$ cat src/common/otp_read_pkg.sv
// constants for the security-area read path of a serial memory slave
// assumes the serial clock and data are sampled as synchronous inputs on clk_in
package otp_read_pkg;
	localparam int PTR_W = 16;
	localparam int SEL_BITS = 7;
	localparam int DEPTH = 128;
	localparam int HALF_W = 6;
	localparam int SEL_W = 3;
	localparam logic [3:0] CODE_SECURITY = 4'hB;
	localparam logic [3:0] CODE_MAIN = 4'hA;
	localparam int CODE_MSB = 7;
	localparam int CODE_LSB = 4;
	localparam int SEL_MSB = 3;
	localparam int SEL_LSB = 1;
	localparam int DIR_BIT = 0;
	localparam logic [3:0] BITS_PER_BYTE = 4'h8;
	localparam logic [3:0] LAST_TX_BIT = 4'h7;
	localparam logic [PTR_W-1:0] PTR_RESET = 16'h0000;
	localparam logic [PTR_W-1:0] PTR_STEP = 16'h0001;
	localparam logic USER_HALF = 1'b0;
	localparam logic FACTORY_HALF = 1'b1;

	typedef enum logic [2:0] {
		ST_IDLE,
		ST_CTRL,
		ST_ADDR_HI,
		ST_ADDR_LO,
		ST_ACK,
		ST_TX,
		ST_TX_ACK
	} slave_state_t;
endpackage : otp_read_pkg

$ cat src/hw/byte_buffer2.sv
// two-entry buffer with valid and ready on both sides
// assumes one clock, synchronous active-high reset and a freezing clock enable
`timescale 1ns/1ps
module byte_buffer2 #(
	parameter int WIDTH = 8
) (
	input wire logic clk_in,
	input wire logic sys_rst_in,
	input wire logic ce_in,
	input wire logic flush_in,
	input wire logic in_valid_in,
	output logic in_ready_out,
	input wire logic [WIDTH-1:0] in_data_in,
	output logic out_valid_out,
	input wire logic out_ready_in,
	output logic [WIDTH-1:0] out_data_out
);
	logic [WIDTH-1:0] slot_ff [2];
	logic [WIDTH-1:0] nxt_slot [2];
	logic wr_sel_ff, nxt_wr_sel;
	logic rd_sel_ff, nxt_rd_sel;
	logic [1:0] count_ff, nxt_count;
	logic push, pop;

	// full and empty come straight from the occupancy count
	assign in_ready_out = (count_ff != 2'h2);
	assign out_valid_out = (count_ff != 2'h0);
	assign out_data_out = slot_ff[rd_sel_ff];
	assign push = in_valid_in & in_ready_out;
	assign pop = out_ready_in & out_valid_out;

	// next occupancy; flush drops anything still waiting
	always_comb begin
		nxt_slot = slot_ff;
		nxt_wr_sel = wr_sel_ff;
		nxt_rd_sel = rd_sel_ff;
		nxt_count = count_ff;
		if (flush_in) begin
			nxt_wr_sel = 1'b0;
			nxt_rd_sel = 1'b0;
			nxt_count = 2'h0;
		end else begin
			if (push) begin
				nxt_slot[wr_sel_ff] = in_data_in;
				nxt_wr_sel = ~wr_sel_ff;
			end
			if (pop) begin
				nxt_rd_sel = ~rd_sel_ff;
			end
			nxt_count = count_ff + {1'b0, push} - {1'b0, pop};
		end
	end

	always_ff @(posedge clk_in) begin
		if (sys_rst_in) begin
			slot_ff[0] <= '0;
			slot_ff[1] <= '0;
			wr_sel_ff <= 1'b0;
			rd_sel_ff <= 1'b0;
			count_ff <= 2'h0;
		end else if (ce_in) begin
			slot_ff <= nxt_slot;
			wr_sel_ff <= nxt_wr_sel;
			rd_sel_ff <= nxt_rd_sel;
			count_ff <= nxt_count;
		end
	end
endmodule : byte_buffer2

$ cat src/hw/otp_security_read.sv
// serial-bus slave that serves reads of the 128-byte one-time-programmable area
// assumes scl_in and sda_in are already synchronous to clk_in and much slower than it;
// sda is open drain: the pad pulls low while sda_oe_out is high
`timescale 1ns/1ps
module otp_security_read (
	input wire logic clk_in,
	input wire logic sys_rst_in,
	input wire logic ce_in,
	input wire logic scl_in,
	input wire logic sda_in,
	output logic sda_out,
	output logic sda_oe_out,
	input wire logic [otp_read_pkg::SEL_W-1:0] chip_sel_in,
	input wire logic write_busy_in,
	input wire logic user_we_in,
	input wire logic factory_we_in,
	input wire logic [otp_read_pkg::HALF_W-1:0] otp_waddr_in,
	input wire logic [7:0] otp_wdata_in,
	output logic [otp_read_pkg::PTR_W-1:0] ptr_out,
	output logic read_active_out
);
	import otp_read_pkg::*;

	logic [7:0] otp_mem [DEPTH];
	slave_state_t state_ff, nxt_state;
	slave_state_t after_ff, nxt_after;
	logic [3:0] cnt_ff, nxt_cnt;
	logic [7:0] shreg_ff, nxt_shreg;
	logic [7:0] tx_ff, nxt_tx;
	logic [7:0] addr_hi_ff, nxt_addr_hi;
	logic [PTR_W-1:0] ptr_ff, nxt_ptr;
	logic oe_ff, nxt_oe;
	logic push_req_ff, nxt_push_req;
	logic rd_active_ff, nxt_rd_active;
	logic acked_ff, nxt_acked;
	logic scl_q_ff, sda_q_ff;
	logic scl_rise, scl_fall, start_det, stop_det;
	logic ctrl_sel, ctrl_busy_free, ctrl_read, ctrl_sec, ctrl_main;
	logic buf_in_ready, buf_out_valid, pop, flush;
	logic [7:0] buf_data, fetch_byte;

	assign sda_out = 1'b0; // open drain: only ever pulls low
	assign sda_oe_out = oe_ff;
	assign ptr_out = ptr_ff; // main-array logic shares this pointer
	assign read_active_out = rd_active_ff;

	// bus events from the previous sample; we only move sda while scl is low
	assign scl_rise = ~scl_q_ff & scl_in;
	assign scl_fall = scl_q_ff & ~scl_in;
	assign start_det = scl_q_ff & scl_in & sda_q_ff & ~sda_in;
	assign stop_det = scl_q_ff & scl_in & ~sda_q_ff & sda_in;

	// control byte decode
	assign ctrl_sec = (shreg_ff[CODE_MSB:CODE_LSB] == CODE_SECURITY);
	assign ctrl_main = (shreg_ff[CODE_MSB:CODE_LSB] == CODE_MAIN);
	assign ctrl_sel = (shreg_ff[SEL_MSB:SEL_LSB] == chip_sel_in);
	assign ctrl_read = shreg_ff[DIR_BIT];
	assign ctrl_busy_free = ~write_busy_in;

	// byte select drops the upper pointer bits, so the location wraps at 128
	assign fetch_byte = otp_mem[ptr_ff[SEL_BITS-1:0]];

	// user half sits at 0-63, factory half at 64-127
	always_ff @(posedge clk_in) begin
		if (ce_in && user_we_in) begin
			otp_mem[{USER_HALF, otp_waddr_in}] <= otp_wdata_in;
		end
		if (ce_in && factory_we_in) begin
			otp_mem[{FACTORY_HALF, otp_waddr_in}] <= otp_wdata_in;
		end
	end

	// the buffer decouples the fetch from the shifter, so a slow bus never loses a byte
	byte_buffer2 #(
		.WIDTH(8)
	) u_tx_buf (
		.clk_in(clk_in),
		.sys_rst_in(sys_rst_in),
		.ce_in(ce_in),
		.flush_in(flush),
		.in_valid_in(push_req_ff),
		.in_ready_out(buf_in_ready),
		.in_data_in(fetch_byte),
		.out_valid_out(buf_out_valid),
		.out_ready_in(pop),
		.out_data_out(buf_data)
	);

	// protocol engine: next-state for all bus-facing state
	always_comb begin
		nxt_state = state_ff;
		nxt_after = after_ff;
		nxt_cnt = cnt_ff;
		nxt_shreg = shreg_ff;
		nxt_tx = tx_ff;
		nxt_addr_hi = addr_hi_ff;
		nxt_ptr = ptr_ff;
		nxt_oe = oe_ff;
		nxt_rd_active = rd_active_ff;
		nxt_acked = acked_ff;
		pop = 1'b0;
		flush = 1'b0;
		// a pending fetch waits for buffer space instead of being dropped
		nxt_push_req = push_req_ff & ~buf_in_ready;
		if (start_det) begin
			// a repeated start ends a write but keeps the loaded pointer
			nxt_state = ST_CTRL;
			nxt_cnt = 4'h0;
			nxt_oe = 1'b0;
			nxt_rd_active = 1'b0;
			nxt_acked = 1'b0;
			nxt_push_req = 1'b0;
			flush = 1'b1;
		end else if (stop_det) begin
			nxt_state = ST_IDLE;
			nxt_oe = 1'b0;
			nxt_acked = 1'b0;
			nxt_push_req = 1'b0;
			flush = 1'b1;
			if (rd_active_ff) begin
				nxt_ptr = ptr_ff + PTR_STEP;
			end
			nxt_rd_active = 1'b0;
		end else begin
			case (state_ff)
				ST_CTRL, ST_ADDR_HI, ST_ADDR_LO: begin
					if (scl_rise && cnt_ff != BITS_PER_BYTE) begin
						nxt_shreg = {shreg_ff[6:0], sda_in};
						nxt_cnt = cnt_ff + 4'h1;
					end else if (scl_fall && cnt_ff == BITS_PER_BYTE) begin
						nxt_cnt = 4'h0;
						nxt_state = ST_ACK;
						nxt_oe = 1'b1;
						if (state_ff == ST_CTRL) begin
							if (!(ctrl_sel && ctrl_busy_free)) begin
								nxt_state = ST_IDLE;
								nxt_oe = 1'b0;
							end else if (ctrl_read && ctrl_sec) begin
								nxt_after = ST_TX;
								nxt_push_req = 1'b1;
								nxt_rd_active = 1'b1;
							end else if (!ctrl_read && (ctrl_sec || ctrl_main)) begin
								nxt_after = ST_ADDR_HI;
							end else begin
								nxt_state = ST_IDLE; // main-array reads are served elsewhere
								nxt_oe = 1'b0;
							end
						end else if (state_ff == ST_ADDR_HI) begin
							nxt_addr_hi = shreg_ff;
							nxt_after = ST_ADDR_LO;
						end else begin
							nxt_ptr = {addr_hi_ff, shreg_ff};
							nxt_after = ST_IDLE;
						end
					end
				end
				ST_ACK: begin
					if (scl_fall) begin
						nxt_state = after_ff;
						nxt_oe = 1'b0;
						if (after_ff == ST_TX) begin
							pop = buf_out_valid;
							nxt_tx = buf_data;
							nxt_oe = ~buf_data[7]; // msb first
						end
					end
				end
				ST_TX: begin
					if (scl_fall) begin
						if (cnt_ff == LAST_TX_BIT) begin
							nxt_oe = 1'b0; // release for the master's acknowledge
							nxt_state = ST_TX_ACK;
						end else begin
							nxt_tx = {tx_ff[6:0], 1'b1};
							nxt_oe = ~tx_ff[6];
							nxt_cnt = cnt_ff + 4'h1;
						end
					end
				end
				ST_TX_ACK: begin
					if (scl_rise) begin
						if (!sda_in) begin
							nxt_ptr = ptr_ff + PTR_STEP;
							nxt_push_req = 1'b1;
							nxt_acked = 1'b1;
						end else begin
							nxt_state = ST_IDLE; // nack: wait for stop
						end
					end else if (scl_fall && acked_ff) begin
						nxt_acked = 1'b0;
						pop = buf_out_valid;
						nxt_tx = buf_data;
						nxt_oe = ~buf_data[7];
						nxt_cnt = 4'h0;
						nxt_state = ST_TX;
					end
				end
				ST_IDLE: begin
					nxt_oe = 1'b0;
				end
				default: begin
					nxt_state = ST_IDLE;
					nxt_oe = 1'b0;
				end
			endcase
		end
	end

	// pointer resets to zero; the pin samples idle high
	always_ff @(posedge clk_in) begin
		if (sys_rst_in) begin
			state_ff <= ST_IDLE;
			after_ff <= ST_IDLE;
			cnt_ff <= 4'h0;
			shreg_ff <= 8'h00;
			tx_ff <= 8'hFF;
			addr_hi_ff <= 8'h00;
			ptr_ff <= PTR_RESET;
			oe_ff <= 1'b0;
			push_req_ff <= 1'b0;
			rd_active_ff <= 1'b0;
			acked_ff <= 1'b0;
			scl_q_ff <= 1'b1;
			sda_q_ff <= 1'b1;
		end else if (ce_in) begin
			state_ff <= nxt_state;
			after_ff <= nxt_after;
			cnt_ff <= nxt_cnt;
			shreg_ff <= nxt_shreg;
			tx_ff <= nxt_tx;
			addr_hi_ff <= nxt_addr_hi;
			ptr_ff <= nxt_ptr;
			oe_ff <= nxt_oe;
			push_req_ff <= nxt_push_req;
			rd_active_ff <= nxt_rd_active;
			acked_ff <= nxt_acked;
			scl_q_ff <= scl_in;
			sda_q_ff <= sda_in;
		end
	end
endmodule : otp_security_read

$ cat config.mk
export PLATFORM = sky130hd
export DESIGN_NAME = otp_security_read
export DESIGN_NICKNAME = d
export VERILOG_FILES = /design/src/common/otp_read_pkg.sv /design/src/hw/byte_buffer2.sv /design/src/hw/otp_security_read.sv
export SDC_FILE = /design/constraint.sdc
export NUM_CORES = 1
export LEC_CHECK = 0
export ABC_AREA = 1
export BUFFER_PORTS_ARGS = -buffer_cell sky130_fd_sc_hd__buf_4
export CELL_PAD_IN_SITES_DETAIL_PLACEMENT = 0
export CELL_PAD_IN_SITES_GLOBAL_PLACEMENT = 2
export CORE_ASPECT_RATIO = 1.5
export CORE_MARGIN = 8
export CORE_UTILIZATION = 41
export CTS_CLUSTER_SIZE = 10
export DETAILED_ROUTE_END_ITERATION = 8
export PLACE_DENSITY_LB_ADDON = 0.1
export SLEW_MARGIN = 25
export SYNTH_ARGS = -nofsm -noshare
export SYNTH_HDL_FRONTEND = slang
export SYNTH_SLANG_ARGS = --single-unit
$ cat constraint.sdc
create_clock -name clk_in -period 2.6 [get_ports clk_in]
set_input_delay 0 -clock clk_in [delete_from_list [all_inputs] [get_ports clk_in]]
set_output_delay 0 -clock clk_in [all_outputs]
set_load 0.01 [all_outputs]
Yosys cells after proc, flatten, opt, wreduce, memory -nomap -nowiden
Memories as Yosys holds them, arrays and structs flattened. A register that Yosys moved wholly into a read port is not among the register bits.
Index checks and enable logic that the tools add are counted.
- bits in registers: 75
- bits in writable memories: 1024
- output and inout bits: 19
- memories: 1
- add/subtract/negate cells: 4
- order comparisons: 3
- equality and inequality tests: 47
- multiplexer cells: 110
- bitwise operators: 27
- reductions and logical operators: 39
- memory list (memory ; words ; width ; read ports ; clocked after Yosys merged registers in ; write ports ; line ; source):
    otp_mem ; 128 ; 8 ; 1 ; 1 ; 2 ; otp_security_read.sv:24 ; logic [7:0] otp_mem [DEPTH];
- operators by type and width (operator ; count):
    $mux 16 ; 8
    $mux 7 ; 8
    $mux 3 ; 18
    $mux 1 ; 53
    $ne 3x3->1 const B ; 12
    $ne 4x4->1 const B ; 9
    $mux 4 ; 8
    $mux 8 ; 4
    $pmux 16 s2 ; 1
    $reduce_and 8->1 ; 3
    $reduce_bool 3->1 ; 8
    $pmux 7 s3 ; 1
    $reduce_and 10->1 ; 2
    $ne 2x2->1 const B ; 9
    $add 16x1->16 const B ; 1
    $bwmux 16 ; 1
    $not 1->1 ; 15
    $pmux 3 s5 ; 1
    $reduce_and 7->1 ; 2
    $eq 3x3->1 const B ; 4
    $eq 4x4->1 const B ; 3
    $pmux 4 s3 ; 1
    $and 1x1->1 ; 10
    $ne 5x5->1 const B ; 2
    other kinds (29) ; 46

Depth between registers and ports, before layout
- depth after elaboration: 12
- mapped depth: 14
- mapped depth without buffers: 14

Modules after synthesis
From an unflattened synthesis, not the netlist that was laid out.
- cells, all modules: 4252
- area total of the unflattened synthesis: 46251.9 µm²
- by module, submodules not included (module ; instances ; cells an instance ; area each (µm²) ; seq. area each (µm²)):
    otp_security_read ; 1 ; 4086 ; 45087.0 ; 31990.7
    byte_buffer2 ; 1 ; 166 ; 1164.9 ; 400.4

Least setup slack after synthesis
No wires, ideal clock.
- kind: input-to-reg
- from: in otp_waddr_in[0] in the netlist's numbering
- to: mem otp_mem[100][0] (enable)
- library setup time: 0.383 ns
- data arrival time: 1.422 ns
- data required time: 2.217 ns
- slack: 0.795 ns
- stages: 4
- path through: clkbuf_1 nor3_1 clkinv_1 nor3_1
- RTL lines (element ; line ; source):
    start, declared ; otp_security_read.sv:17 ; input wire logic [otp_read_pkg::HALF_W-1:0] otp_waddr_in,
    end, declared ; otp_security_read.sv:24 ;

==> impl_metrics.env <==
export IMPL_num_io_pins=44
export IMPL_p_leak_nw=18.9
export IMPL_post_cts_setup_buffers=0
export IMPL_slew_headroom_pct=37.0
export IMPL_r2r_setup_slack_ns=0.11
export IMPL_hold_depth=4
export IMPL_setup_viol=0
export IMPL_die_area_sq_um=123000
export IMPL_drc=0
export IMPL_yosys_warnings=0
export IMPL_finish_utilization_pct=47.7
export IMPL_r2r_cells=13
export IMPL_dr_pass1_iters=5
export IMPL_grt_max_degree=70
export IMPL_dp_cells=5590
export IMPL_critPathRequiredTime_ns=3.21
export IMPL_cts_sinks=1106
export IMPL_clk_latency_ns=0.72
export IMPL_fin_crit_ns=2.49
export IMPL_finalSetupTns_ns=0
export IMPL_wire_per_inst_um=24.7
export IMPL_grt_pass1_wl_um=210000
export IMPL_antenna_found_initial=0
export IMPL_synth_area_sq_um=45800
export IMPL_via_count=31100
export IMPL_viasPerCell=5.38
export IMPL_coreArea_sq_um=111000
export IMPL_synthArstFlopShare_pct=0
export IMPL_worstHoldStart="factory_we_in"
export IMPL_final_instance_count_excl_fill=5782
export IMPL_htree_num_levels=3
export IMPL_fp_dieH_um=426
export IMPL_numCtsBuffers=121
export IMPL_cp_max_fo=31
export IMPL_final_antenna_net_count=0
export IMPL_status="complete, no violations"
export IMPL_cts_root_buf="clkbuf_16"
export IMPL_seq_area_frac_synth_pct=70.7
export IMPL_hold_viol=0
export IMPL_final_cell_mix="nand2_1, edfxtp_1, nand3_1, buf_4, clkbuf_16"
export IMPL_syn_nets=4132
export IMPL_worstReg2RegEnd="u_tx_buf.slot_ff[13]$_SDFFE_PP0P_"
export IMPL_track_usage_pct=23.1
export IMPL_mostFrequentLayoutCell="nand2_1"
export IMPL_worst_setup_path_start_kind="flop"
export IMPL_overflow=0
export IMPL_rows=150
export IMPL_hold_path_class="primary input to flop"
export IMPL_synth_edf_count=1024
export IMPL_finalWirelength_um=143000
export IMPL_drt_iter0_drc=2341
export IMPL_rsz0062_at_grt="no"
export IMPL_fmax_ghz=0.402
export IMPL_syn_area_per_cell_sq_um=11.2
export IMPL_die_w_um=289
export IMPL_drive_gt1_share_pct=11.7
export IMPL_worstMarginPinSlew_ns=0.941
export IMPL_fillers=10200
export IMPL_gp_congestion=0.818
export IMPL_drv_cap=0
export IMPL_area_growth_pct=15.6
export IMPL_tritoncts="built"
export IMPL_setup_slack_ns=0.115
export IMPL_cts_buffer_depth=3
export IMPL_hpwlAfterDp_um=89500
export IMPL_vdd_ir_drop_max_v=0.000524
export IMPL_ys_seq_elements=1106
export IMPL_initial_core_util_pct=41.3
export IMPL_finalMaxSlewViolations=0
export IMPL_synthCells=4102
export IMPL_grt_pass1_vias=30800
export IMPL_holdWs_ns=0.118
export IMPL_yosys_most_used_dff="edfxtp_1"
export IMPL_p_total_mw=40.9
export IMPL_path_class="flop to flop"
export IMPL_powerDensity_nw_per_um2=773
export IMPL_finalInstanceArea_sq_um=53000
export IMPL_arrival_ns=3.09
export IMPL_n_antenna_cell=0
export IMPL_clk_pin_slew_ns=0.06
export IMPL_fin_nets=4326
export IMPL_fin_crit_sh_pct=95.6
export IMPL_ys_types=44
export IMPL_pre_cts_ws_ns=0.117
export IMPL_fin_skew_ns=0.0290
export IMPL_endpoint_kind="flop"
export IMPL_io_buffers=42
export IMPL_dpl_cell_area_sq_um=49400
export IMPL_hold_path_endpoint="otp_mem[111][1]$_DFFE_PP_"
[Yosys cell counts (6+ instances only)]
| master | instances | area, sq um |
|---|---|---|
| clkinv_1 | 6 | 22.5 |
| edfxtp_1 | 1024 | 30700 |
| dfxtp_1 | 82 | 1640 |
| inv_1 | 54 | 203 |
| buf_2 | 161 | 806 |
| nor2_1 | 81 | 304 |
| nand2_1 | 1264 | 4740 |
| xnor2_1 | 7 | 61.3 |
| buf_4 | 16 | 120 |
| clkbuf_1 | 68 | 255 |
| o211ai_1 | 9 | 67.6 |
| nor3_1 | 126 | 631 |
| buf_1 | 17 | 63.8 |
| o21ai_0 | 74 | 370 |
| inv_2 | 13 | 48.8 |
| nor2_2 | 9 | 56.3 |
| a21oi_1 | 60 | 300 |
| buf_6 | 7 | 78.8 |
| nand3_1 | 966 | 4830 |
| nand4_1 | 6 | 37.5 |
[kinds of logic after synthesis]
family | after synthesis | synth area share (%)
and+or+nand+nor | 2469 | 23.5
DFF | 1106 | 70.7
buffers and inverters | 343 | 3.50
AOI/OAI and AO/OA | 167 | 2.01
xor gates and xnor gates | 11 | 0.210
adders and majority gates | 5 | 0.136
other | 1 | 0.00818
[routing by layer]
metal | wire length, um | share of wire, % | vias up | track usage, %
met2 | 74200 | 52 | 700 | 41.5
met1 | 58700 | 41 | 15400 | 28.7
met3 | 5530 | 3.9 | 198 | 2.58
li1 | - | - | 14800 | -
met4 | 4560 | 3.2 | 0 | 8.15
met5 | 0 | 0 | - | 0
[how the worst max path moves through the flow]
stage                         start                           endpoint  slack, ns  cells after the start
floorplan           otp_waddr_in[0]          otp_mem[100][0]$_DFFE_PP_       0.79                      4
finish                         flop  u_tx_buf.slot_ff[13]$_SDFFE_PP0P_       0.11                     13
CTS                            flop   u_tx_buf.slot_ff[5]$_SDFFE_PP0P_       0.11                     12
global route                   flop  u_tx_buf.slot_ff[13]$_SDFFE_PP0P_      0.003                     12
detailed placement             flop   u_tx_buf.slot_ff[5]$_SDFFE_PP0P_       0.12                     12
global placement               flop  u_tx_buf.slot_ff[13]$_SDFFE_PP0P_       0.11                     12
[sequential cells by signal, indices dropped and copies added, names as in the netlist, named ones only]
name and count:
otp_mem 1024, ptr_out 16, sda_oe_out 1, scl_q_ff 1, read_active_out 1, addr_hi_ff 8, u_tx_buf.wr_sel_ff 1, acked_ff 1
state_ff 3, u_tx_buf.slot_ff 16, shreg_ff 8, u_tx_buf.rd_sel_ff 1, u_tx_buf.count_ff 2, push_req_ff 1, cnt_ff 4, sda_q_ff 1
tx_ff 7, after_ff 3
[final cells by class]
cell class	count	area (sq um)	area share, %
sequential	1106	32400	61.1
multi-input combinational	2653	11900	22.5
timing repair buffer	340	3280	6.19
clock buffer	161	3230	6.10
tap	1444	1810	3.41
inverter	74	304	0.574
clock inverter	4	35.0	0.0661
[critical path, stage by stage (launching register included)]
cell     delay (ns)
dfxtp_4        0.47
inv_16         0.11
buf_12         0.25
buf_12         0.16
nand2_1        0.06
nand3_1        0.07
nand3_1        0.13
nand3_1        0.18
nand2_1        0.21
nand2_1        0.13
nand3_1        0.17
nand3_1        0.16
nand2_1        0.13
a21oi_1        0.07
[power by group]
group          switching [mW]  total [mW]  internal, mW
sequential              0.132        19.7          19.6
combinational            4.32        6.14          1.82
clock                    6.64        15.1          8.47
[what timing repair did]
item / in CTS / in global routing
endpoints found under the setup margin: 0 / 1
resized for setup: 0 / 1
endpoints found under the hold margin: 741 / 0
hold buffers: 27 / 0
No activity file was read; power rests on OpenSTA's default activity.
